--- src/hw/tec_pkg.sv ---
// tec_pkg: constants and types for the timer event counter channel
// assumes a single 200 MHz system clock domain
package tec_pkg;
    // ------------------------------------------------------------
    // register map (word index on the plain register port)
    // ------------------------------------------------------------
    localparam logic [3:0] ADDR_COUNT  = 4'h0;
    localparam logic [3:0] ADDR_MODE   = 4'h1;
    localparam logic [3:0] ADDR_START  = 4'h2;
    localparam logic [3:0] ADDR_TRIG   = 4'h3;
    localparam logic [3:0] ADDR_STATUS = 4'h4;
    localparam logic [3:0] ADDR_MASK   = 4'h5;
    localparam logic [3:0] ADDR_STATE  = 4'h6;
    // ------------------------------------------------------------
    // mode register fields
    // ------------------------------------------------------------
    localparam int MODE_PULSE_BIT  = 0;
    localparam int MODE_FREE_BIT   = 1;
    localparam int MODE_EXTDIR_BIT = 2;
    localparam int MODE_UP_BIT     = 3;
    localparam int MODE_FALL_BIT   = 4;
    localparam int MODE_TWOPH_BIT  = 5;
    localparam logic [5:0] MODE_RST = 6'h00;
    // ------------------------------------------------------------
    // trigger select codes
    // ------------------------------------------------------------
    localparam logic [1:0] TRIG_PIN  = 2'h0;
    localparam logic [1:0] TRIG_B2   = 2'h1;
    localparam logic [1:0] TRIG_PREV = 2'h2;
    localparam logic [1:0] TRIG_NEXT = 2'h3;
    localparam logic [15:0] COUNT_RST = 16'h0000;
    localparam logic [15:0] COUNT_MAX = 16'hffff;
    // status bit positions
    localparam int STAT_WRAP_BIT = 0;
    localparam int STAT_EDGE_BIT = 1;

    typedef struct packed {
        logic [3:0]  addr;
        logic [15:0] wdata;
        logic        wr;
        logic        rd;
    } tec_req_t;

    typedef enum logic [1:0] {
        TEC_IDLE,
        TEC_ARMED,
        TEC_COUNTING
    } tec_state_t;
endpackage

--- src/hw/tec_channel.sv ---
// tec_channel: one 16-bit timer channel in event counter mode
// assumes pins and neighbour wrap pulses are synchronous-capable inputs on clock
//
// Local design decisions: the strobed register port and the register addresses.
`timescale 1ns/1ps
`default_nettype none
module tec_channel #(
    parameter int CHANNEL = 2
) (
    input  wire logic        clock,
    input  wire logic        rst,
    input  wire logic [3:0]  reg_addr,
    input  wire logic [15:0] reg_wdata,
    input  wire logic        reg_wr,
    input  wire logic        reg_rd,
    output logic [15:0]      reg_rdata,
    input  wire logic        count_input_pin,
    input  wire logic        timer_output_pin_in,
    output logic             timer_output_pin_out,
    output logic             timer_output_pin_oe,
    input  wire logic        b2_wrap,
    input  wire logic        prev_wrap,
    input  wire logic        next_wrap,
    output logic             wrap_pulse,
    output logic             irq
);
    // ------------------------------------------------------------
    // register port
    // ------------------------------------------------------------
    tec_pkg::tec_req_t req;
    assign req = '{addr: reg_addr, wdata: reg_wdata, wr: reg_wr, rd: reg_rd};

    logic [15:0]         count_q;
    logic [15:0]         count_d;
    logic [15:0]         reload_q;
    logic [5:0]          mode_q;
    logic                channel_run_bit_q;
    logic [1:0]          trigger_select_q;
    logic [1:0]          status_q;
    logic [1:0]          status_d;
    logic [1:0]          mask_q;
    logic                pulse_q;
    logic [15:0]         rdata_q;
    tec_pkg::tec_state_t state_q;
    tec_pkg::tec_state_t state_d;

    wire sel_count  = req.addr == tec_pkg::ADDR_COUNT;
    wire sel_mode   = req.addr == tec_pkg::ADDR_MODE;
    wire sel_start  = req.addr == tec_pkg::ADDR_START;
    wire sel_trig   = req.addr == tec_pkg::ADDR_TRIG;
    wire sel_status = req.addr == tec_pkg::ADDR_STATUS;
    wire sel_mask   = req.addr == tec_pkg::ADDR_MASK;
    wire sel_state  = req.addr == tec_pkg::ADDR_STATE;
    wire wr_count   = req.wr && sel_count;

    // ------------------------------------------------------------
    // mode decode
    // ------------------------------------------------------------
    wire two_phase_ok = (CHANNEL >= 2) && (CHANNEL <= 4);
    wire mode_pulse   = mode_q[tec_pkg::MODE_PULSE_BIT];
    wire mode_free    = mode_q[tec_pkg::MODE_FREE_BIT];
    wire mode_extdir  = mode_q[tec_pkg::MODE_EXTDIR_BIT];
    wire mode_up      = mode_q[tec_pkg::MODE_UP_BIT];
    wire mode_fall    = mode_q[tec_pkg::MODE_FALL_BIT];
    wire mode_twoph   = mode_q[tec_pkg::MODE_TWOPH_BIT] && two_phase_ok;
    // output pin is an input when used for direction or second phase
    wire pin_as_input = mode_extdir || mode_twoph;

    // ------------------------------------------------------------
    // input synchronisers
    // ------------------------------------------------------------
    logic [1:0] cin_sync_q;
    logic [1:0] dir_sync_q;
    logic       cin_prev_q;
    logic       dir_prev_q;

    always_ff @(posedge clock or posedge rst) begin
        if (rst) begin
            cin_sync_q <= 2'h0;
            dir_sync_q <= 2'h0;
            cin_prev_q <= 1'b0;
            dir_prev_q <= 1'b0;
        end else begin
            cin_sync_q <= {cin_sync_q[0], count_input_pin};
            dir_sync_q <= {dir_sync_q[0], timer_output_pin_in};
            cin_prev_q <= cin_sync_q[1];
            dir_prev_q <= dir_sync_q[1];
        end
    end

    wire cin_s   = cin_sync_q[1];
    wire dir_s   = dir_sync_q[1];
    wire cin_rise = cin_s && !cin_prev_q;
    wire cin_fall = !cin_s && cin_prev_q;
    wire dir_rise = dir_s && !dir_prev_q;
    wire dir_fall = !dir_s && dir_prev_q;

    // ------------------------------------------------------------
    // count source selection
    // ------------------------------------------------------------
    wire pin_edge   = mode_fall ? cin_fall : cin_rise;
    wire single_evt = (trigger_select_q == tec_pkg::TRIG_PIN)  ? pin_edge :
                      (trigger_select_q == tec_pkg::TRIG_B2)   ? b2_wrap :
                      (trigger_select_q == tec_pkg::TRIG_PREV) ? prev_wrap :
                                                                 next_wrap;
    wire single_up  = mode_extdir ? dir_s : mode_up;

    // two-phase: a leads b counts up, b leads a counts down
    wire ph_a_edge = cin_rise || cin_fall;
    wire ph_b_edge = dir_rise || dir_fall;
    wire ph_evt    = ph_a_edge || ph_b_edge;
    wire ph_up     = ph_a_edge ? (cin_s != dir_s) : (cin_s == dir_s);

    wire evt    = mode_twoph ? ph_evt : single_evt;
    wire cnt_up = mode_twoph ? ph_up : single_up;

    // ------------------------------------------------------------
    // counter state machine
    // ------------------------------------------------------------
    wire running  = state_q != tec_pkg::TEC_IDLE;
    wire step     = running && evt;
    wire at_limit = cnt_up ? (count_q == tec_pkg::COUNT_MAX) : (count_q == tec_pkg::COUNT_RST);
    wire wrap     = step && at_limit;
    wire [15:0] stepped = cnt_up ? 16'(count_q + 16'h0001) : 16'(count_q - 16'h0001);
    wire run_wr   = req.wr && sel_start;

    always_comb begin
        state_d = state_q;
        case (state_q)
            tec_pkg::TEC_IDLE: begin
                if (run_wr && req.wdata[0]) begin
                    state_d = tec_pkg::TEC_ARMED;
                end
            end
            tec_pkg::TEC_ARMED: begin
                if (run_wr && !req.wdata[0]) begin
                    state_d = tec_pkg::TEC_IDLE;
                end else if (evt) begin
                    state_d = tec_pkg::TEC_COUNTING;
                end
            end
            tec_pkg::TEC_COUNTING: begin
                if (run_wr && !req.wdata[0]) begin
                    state_d = tec_pkg::TEC_IDLE;
                end
            end
            default: state_d = tec_pkg::TEC_IDLE;
        endcase
    end

    always_comb begin
        count_d = count_q;
        if (step) begin
            if (wrap && !mode_free) begin
                count_d = reload_q;
            end else begin
                count_d = stepped;
            end
        end
        if (wr_count && state_q != tec_pkg::TEC_COUNTING && !step) begin
            count_d = req.wdata;
        end
    end

    always_ff @(posedge clock or posedge rst) begin
        if (rst) begin
            state_q  <= tec_pkg::TEC_IDLE;
            count_q  <= tec_pkg::COUNT_RST;
            reload_q <= tec_pkg::COUNT_RST;
        end else begin
            state_q <= state_d;
            count_q <= count_d;
            if (wr_count) begin
                reload_q <= req.wdata;
            end
        end
    end

    // ------------------------------------------------------------
    // control registers
    // ------------------------------------------------------------
    always_ff @(posedge clock or posedge rst) begin
        if (rst) begin
            mode_q            <= tec_pkg::MODE_RST;
            channel_run_bit_q <= 1'b0;
            trigger_select_q  <= tec_pkg::TRIG_PIN;
            mask_q            <= 2'h0;
        end else begin
            if (req.wr && sel_mode) begin
                mode_q <= req.wdata[5:0];
            end
            if (run_wr) begin
                channel_run_bit_q <= req.wdata[0];
            end
            if (req.wr && sel_trig) begin
                trigger_select_q <= req.wdata[1:0];
            end
            if (req.wr && sel_mask) begin
                mask_q <= req.wdata[1:0];
            end
        end
    end

    // ------------------------------------------------------------
    // interrupt status, write one to clear, set wins
    // ------------------------------------------------------------
    wire [1:0] status_set = {step && state_q == tec_pkg::TEC_ARMED, wrap};
    wire [1:0] status_clr = (req.wr && sel_status) ? req.wdata[1:0] : 2'h0;

    always_comb begin
        status_d = (status_q & ~status_clr) | status_set;
    end

    always_ff @(posedge clock or posedge rst) begin
        if (rst) begin
            status_q <= 2'h0;
        end else begin
            status_q <= status_d;
        end
    end

    assign irq        = |(status_q & mask_q);
    assign wrap_pulse = wrap;

    // ------------------------------------------------------------
    // pulse output
    // ------------------------------------------------------------
    always_ff @(posedge clock or posedge rst) begin
        if (rst) begin
            pulse_q <= 1'b0;
        end else if (!running) begin
            pulse_q <= 1'b0;
        end else if (wrap) begin
            pulse_q <= !pulse_q;
        end
    end

    assign timer_output_pin_out = pulse_q;
    assign timer_output_pin_oe  = mode_pulse && !pin_as_input;

    // ------------------------------------------------------------
    // read data, one cycle after the strobe
    // ------------------------------------------------------------
    wire [15:0] rd_mux =
        sel_count  ? count_q :
        sel_mode   ? {10'h000, mode_q} :
        sel_start  ? {15'h0000, channel_run_bit_q} :
        sel_trig   ? {14'h0000, trigger_select_q} :
        sel_status ? {14'h0000, status_q} :
        sel_mask   ? {14'h0000, mask_q} :
        sel_state  ? {14'h0000, state_q} :
                     16'h0000;

    always_ff @(posedge clock or posedge rst) begin
        if (rst) begin
            rdata_q <= 16'h0000;
        end else if (req.rd) begin
            rdata_q <= rd_mux;
        end else begin
            rdata_q <= 16'h0000;
        end
    end

    assign reg_rdata = rdata_q;
endmodule
`default_nettype wire

--- config.mk ---
export PLATFORM = sky130hd
export DESIGN_NAME = tec_channel
export DESIGN_NICKNAME = d
export VERILOG_FILES = /design/src/hw/tec_pkg.sv /design/src/hw/tec_channel.sv
export SDC_FILE = /design/constraint.sdc
export NUM_CORES = 1
export LEC_CHECK = 0
export ABC_AREA = 1
export BUFFER_PORTS_ARGS = -buffer_cell sky130_fd_sc_hd__buf_2
export CORE_ASPECT_RATIO = 0.75
export CORE_MARGIN = 2
export CORE_UTILIZATION = 45
export DETAILED_ROUTE_END_ITERATION = 10
export PLACE_DENSITY_LB_ADDON = 0.2
export RECOVER_POWER = 100
export SETUP_SLACK_MARGIN = 0.1
export SLEW_MARGIN = 20
export SYNTH_ARGS = -nofsm -noshare
export SYNTH_HDL_FRONTEND = slang
export SYNTH_SLANG_ARGS = --single-unit
export TNS_END_PERCENT = 1
--- constraint.sdc ---
create_clock -name clock -period 3.2 [get_ports clock]
set_clock_uncertainty 0.2 [all_clocks]
set_input_delay 0.16 -clock clock [delete_from_list [all_inputs] [get_ports clock]]
set_output_delay 0.16 -clock clock [all_outputs]
set_load 0.02 [all_outputs]
==> results.md, run 1 <==
- Synth warn: 0
- Top cells by area, synth: dfrtp_1 40%, nand2_1 13%, inv_1 6.8%, o21ai_0 5.4%, nor2_1 3.6%
- Final core utilization: around 55%
- Net Switching: 1.885 mW
- Lkg Pwr: approximately 2.6 nW
- Post-CTS Resized: 0
- Via density: 5.265
- Worst Setup SP: cin_sync_q[1]$_DFF_PP0_
- Slowest Stage Delay on Critical Path: 0.40 ns
- Number of synthesized flops with an enable pin: 0
- Status: finished with violations
- Total power: around 4.4 mW
- Final Cycle Share: around 93%
- Sw frac: a little over two fifths
- Mux share of post-synthesis cell area: 0%
- Die Span Y: 89.58 um
- Final-report max-slew violation count: 43
- ANT nets after route: 0
- # Post-CTS Setup Buffers: 0
- Num rows: 31
- Crit path kind: flop to flop
- Hold Violations, Final: 0
- Post-synth top flop: dfrtp_1
- Reg2reg setup slack: 0.23 ns
- Clock Tree Buf Depth: 2
- CTS Hold Bufs: 20
- # DRC: 0
- Post-synth top cells: 154 x nand2_1, 80 x inv_1, 70 x dfrtp_1
- Clock Latency Late Sink: around 0.34 ns
- Area grow syn2layout: 19.70%
- Register bit total from synthesis: 70
- H-Tree Level Count: 3
- DPL Wire Length: 9.084 mm
- Pre-antenna DRT Iters: 5
- Slew headroom: -2.405%
- Fillcell total: approximately 930
- Compound-Gate Fraction of Synth Area: 13.67%
- Largest net degree at the start of global routing: 43
- Internal power: roughly 2.5 mW
- Vias: ~4.2k
- Initial drt markers: around 380
- CP dominant cell by count: nand2_1
- Remaining Overflow, GRT: 0
- Worst-Margin Slew: around 1.5 ns
- Input/output buffers: 48
- Cts bufs inserted: 9
- Final net count: 697
- Syn Inst Count: approximately 590
- Critical Path, Cell by Cell: inv_1, ha_1, nor2_1, nand3_4, nand3_4, buf_4, nand2_1, nand2_1, nand2_1, nor2_1, nand3_1, nand2_1, nand2_1, nand3_1, nand2_1, a21oi_1
- Xor/xnor share of the synthesized area: about 1.4%
- Vias in the first global route: between 3k and 4k
- Starting density of the core: 45.87%
- Cell Area, Synth: 0.004394 mm^2
- Total GRT Usage: about a quarter
- Crit path launch type: flop
- Placed cell areas: 0.004796 mm^2
- Hold depth: 4
- Post-synth top area share: between 30% and 40%
- Syn Area/Cell: 7.398 um^2
- RSZ-0062 raised after global routing: no
- Post-Synth Simple-Gate Area: between 30% and 40%
- Violated checks: max-capacitance violations, max-slew violations
- Antenna violations before repair: 0
- Critical Path Fanout Max: 29
- Total of max-cap violations: 1
- Worst Slack Setup Final: 0.2339 ns
- Most frequent cell after synthesis: nand2_1
- Seq pwr share: 31.0%
- Critical path's slowest cell: dfrtp_1
- FF-to-FF path depth: 16
- Post-synthesis adder-cell area fraction: less than 1%
- Post-synth ARST share: 100.0%
- Final instance area: 0.005260 mm^2
- Comb power frac: 43.0%
- Seq/Total Area, Yosys: 39.86%
- Layout cells sized above 1: approximately 14%
- Syn_nets: 626
- Setup Viol. Count Final: 0
- Clock sink count: 70
- Die area: 0.01058 mm^2
- Diodes inserted: 0
- Final wirelength: 12.44 mm
- Fmax: 337.1 MHz
- CP Capture Type: flop
- Peak VDD IR: 0.0004293 V
- Final Non-Filler Cells: roughly 800
- Hold EP: reg_rdata[4]$_DFF_PP0_
- Hold WC Path Type: primary input to flop
- Pwr/cell area: about 830 mW/mm^2
- Gpl congestion: between 0.9 and 1
- Min Tclk post-route: just under 3 ns
- Worst hold start: reg_addr[1]
- Setup TNS: 0 ns
- I/O pin count: 49
- Area leader, netlist: dfrtp_1
- Worst R2R End: count_q[13]$_DFFE_PP0P_
- Clock transition at the registers of the reported paths: 0.06 ns
- First-pass GRT wire length: 20.15 mm
- Largest family of logic cells by synthesized area: simple AND/OR/NAND/NOR gates
- Avg WL per Cell: approximately 16 um
- Core ar.: around 0.0096 mm^2
- Placed insts: ~770
- Reg2reg start: cin_sync_q[1]$_DFF_PP0_
- Clk pwr share: a little over a quarter
- Arrival @ worst endpoint: 3.03 ns
- CTS root buf: clkbuf_16
- Die width: 118.1 um
- TritonCTS clock tree: yes
- Post-Place Worst Slack: between 0.3 and 0.4 ns
- CP Data Required Time: 3.26 ns
- Synth unique cells: 45
- Hold slack final: approximately 0.030 ns
==> kinds of logic after synthesis <==
family | Yosys count
xor+xnor | 7
buf+inv | 106
fa+ha+maj | 3
flops | 70
compound gates | 102
simple gates | 306
==> area by class of cell <==
| cell class | count | area (um^2) | share of cell area [%] |
|---|---|---|---|
| clock inverter | 6 | 111.4 | 2.117 |
| sequential | 70 | 1752 | 33.30 |
| multi-input combinational | 418 | 2188 | 41.60 |
| tap | 132 | 165.2 | 3.140 |
| inverter | 85 | 319.1 | 6.066 |
| timing repair buffer | 81 | 499.2 | 9.491 |
| clock buffer | 9 | 225.2 | 4.282 |
==> cells in the final DEF (no fill, tap or decap), drive strengths merged, types with 7 or more instances in the layout <==
master and n:
nand4 24, nor2 52, clkbuf 35, a21oi 24
o21ai 52, nand2 171, o22ai 7, dlygate4sd3 20
inv 85, dfrtp 70, buf 35, nor3 14
nand3 36
==> worst max-delay path by stage <==
| stage | to | slack, ns |
|---|---|---|
| floorplan | count_q[8]$_DFFE_PP0P_ | 0.58 |
| CTS | count_q[13]$_DFFE_PP0P_ | 0.36 |
| finish | count_q[13]$_DFFE_PP0P_ | 0.23 |
| global placement | count_q[13]$_DFFE_PP0P_ | 0.40 |
| global route | count_q[13]$_DFFE_PP0P_ | 0.08 |
| detailed placement | count_q[13]$_DFFE_PP0P_ | 0.38 |
==> routing by layer <==
metal | wire length (um) | track usage, %
met1 | 6207 | 37.50
met3 | 1266 | 7.386
met5 | 0 | 0
met4 | 104 | 5.586
met2 | 4866 | 34.21
==> worst max-delay path: cells and delay by family (launching register included) <==
family / cells / cell delay (ns)
AND/OR/NAND/NOR: 12 / 1.41
buffers and inverters: 2 / 0.43
flip-flops: 1 / 0.40
adder cells (fa/ha/maj): 1 / 0.32
AO/OA/AOI/OAI: 1 / 0.12
==> registers in the layout, summed over array words and instances, names as in the netlist, 2 cells and up <==
register	cells
count_q	16
reg_rdata	16
reload_q	16
mode_q	6
cin_sync_q	2
dir_sync_q	2
mask_q	2
state_q	2
status_q	2
trigger_select_q	2
==> power groups by stage <==
| stage | Sequential (mW) | Combinational, mW | Clock (mW) |
|---|---|---|---|
| 3_5_place_dp | 1.36 | 1.84 | 0 |
| 2_1_floorplan | 1.28 | 1.41 | 0 |
| 6_report | 1.36 | 1.89 | 1.14 |
| 5_1_grt | 1.39 | 2.11 | 1.20 |
| 3_3_place_gp | 1.36 | 1.85 | 0 |
| 4_1_cts | 1.35 | 1.88 | 1.17 |
No activity file was read; power rests on OpenSTA's default activity.
==> inputs of run 2 (changes only) <==
PLACE_DENSITY_LB_ADDON = unset   (was 0.2)
==> run 2 against run 1 <==
The flow still finishes with violations (max-capacitance violations, max-slew violations); core utilization fell by 0.81 points; clock power fell by 12%; die area stayed put; largest power group unchanged.
==> results.md, run 2 (synthesized netlist as in run 1, its figures left out) <==
- Status: finished with violations
- Violated checks: max-capacitance violations, max-slew violations
- Reg2reg start: cin_sync_q[1]$_DFF_PP0_
- Gpl congestion: approximately 0.96
- Clock sink count: 70
- Worst Slack Setup Final: around 0.3 ns
- Initial drt markers: 305
- Clock transition at the registers of the reported paths: 0.06 ns
- Final wirelength: 12.43 mm
- Leading cell type in the layout, fill and taps excluded: nand2_1
- Critical path's slowest cell: dfrtp_1
- Clock Tree Buf Depth: 2
- Setup TNS: 0 ns
- Slew headroom: -4.521%
- Die width: 118.1 um
- Antenna violations before repair: 0
- Cts bufs inserted: 9
- Core ar.: 0.009580 mm^2
- TritonCTS clock tree: yes
- First-pass GRT wire length: around 20 mm
- Final Non-Filler Cells: approximately 800
- I/O pin count: about 50
- Final Cycle Share: 90.65%
- Sw frac: roughly 44%
- RSZ-0062 raised after global routing: no
- Hold WC Path Type: primary input to flop
- Fillcell total: ~970
- ANT nets after route: 0
- Slowest Stage Delay on Critical Path: 0.40 ns
- # DRC: 0
- Total of max-cap violations: 1
- Pre-antenna DRT Iters: 5
- Vias in the first global route: between 3k and 4k
- Final instance area: 0.005182 mm^2
- Diodes inserted: 0
- Worst-Margin Slew: about 1.6 ns
- Buf+Inv Stages, Crit Path: 3
- CP dominant cell by count: nand2_1
- Critical Path Fanout Max: 18
- Peak VDD IR: about 0.00046 V
- Commonest non-fill, non-tap cells in the layout: 154 x nand2_1, 80 x inv_1, 70 x dfrtp_1
- H-Tree Level Count: 3
- Via density: 5.263
- Final core utilization: 54.09%
- Internal power: ~2.4 mW
- Worst hold start: reg_addr[3]
- Setup Viol. Count Final: 0
- Die Span Y: around 90 um
- Die area: roughly 0.011 mm^2
- Lkg Pwr: roughly 2.6 nW
- Final-report max-slew violation count: 29
- Clk pwr share: about a quarter
- Remaining Overflow, GRT: 0
- Avg WL per Cell: approximately 16 um
- Placed insts: between 700 and 800
- Arrival @ worst endpoint: approximately 3 ns
- Delay-heaviest family, CP: simple AND/OR/NAND/NOR gates
- Area grow syn2layout: 17.94%
- Crit path kind: flop to flop
- Final net count: between 600 and 700
- Post-Place Worst Slack: 0.3684 ns
- CP Capture Type: flop
- CTS root buf: clkbuf_16
- Hold Violations, Final: 0
- Critical Path, Cell by Cell: inv_1, ha_1, nand2_1, inv_1, nand2_4, nand3_2, buf_4, nand2_1, nand2_1, nor2_2, nand3_1, nand3b_1, nand3_1, nand3_1, nand2_1, nand2_1
- Vias: roughly 4.2k
- Crit path launch type: flop
- Pwr/cell area: just over 800 mW/mm^2
- Total power: approximately 4.2 mW
- Net Switching: ~1.9 mW
- Input/output buffers: 48
- Clock Latency Late Sink: approximately 0.34 ns
- Comb power frac: a little over two fifths
- Num rows: 31
- Min Tclk post-route: 2.901 ns
- Placed cell areas: ~0.0048 mm^2
- Hold slack final: roughly 0.024 ns
- Worst Setup SP: cin_sync_q[1]$_DFF_PP0_
- DPL Wire Length: 9.374 mm
- CP Data Required Time: approximately 3.2 ns
- Total GRT Usage: roughly a quarter
- Seq pwr share: ~33%
- Starting density of the core: between 40% and 50%
- Fmax: between 300 and 400 MHz
- Largest net degree at the start of global routing: 43
- Layout cells sized above 1: 13.86%
-- run 2: what timing repair did --
action,in CTS,in global routing
setup endpoints to repair,0,2
endpoints found under the hold margin,103,0
resized for setup,0,1
buffers inserted,0,0
hold buffers,20,0
-- run 2: area by class of cell --
type | count | area (um^2) | area share [%]
Clock buffer | 13 | 260.3 | 5.022
Clock inverter | 1 | 30.03 | 0.5794
Inverter | 85 | 319.1 | 6.156
Multi-Input combinational cell | 418 | 2185 | 42.15
Sequential cell | 70 | 1752 | 33.80
Tap cell | 132 | 165.2 | 3.187
Timing Repair Buffer | 77 | 471.7 | 9.102
-- run 2: routing by layer --
metal / vias to the layer above / share of wire [%] / track usage, %
met4: 0 / 1.1 / 7.119
met1: 1959 / 53 / 38.43
met5: - / 0 / 0
li1: 2061 / - / -
met3: 12 / 8.1 / 6.124
met2: 157 / 38 / 34.42
-- run 2: worst reg2reg max path, delay by kind of cell (launching register included) --
family / cells / cell delay, ns
buffers and inverters: 3 / 0.39
and+or+nand+nor: 12 / 1.45
adders and majority gates: 1 / 0.36
DFF: 1 / 0.40
-- run 2: power groups by stage --
| stage | logic, mW | clock network (mW) | registers [mW] |
|---|---|---|---|
| floorplan | 1.41 | 0 | 1.28 |
| global placement | 1.77 | 0 | 1.41 |
| detailed placement | 1.78 | 0 | 1.42 |
| CTS | 1.81 | 1.02 | 1.40 |
| global route | 2.03 | 1.05 | 1.44 |
| finish | 1.81 | 1.00 | 1.41 |
-- run 2: worst paths after layout --
kind / end / slack (ns) / cells past startpoint
worst max-delay path: count_q[14]$_DFFE_PP0P_ / 0.30 / 16
worst min-delay path: status_q[0]$_DFF_PP0_ / 0.02 / 5
worst max register to register: count_q[14]$_DFFE_PP0P_ / 0.30 / 16
worst min register to register: dir_sync_q[1]$_DFF_PP0_ / 0.15 / 0
max in group asynchronous: reload_q[9]$_DFFE_PP0P_ / 1.16 / 4
min in group asynchronous: state_q[1]$_DFFE_PP0P_ / 0.51 / 4
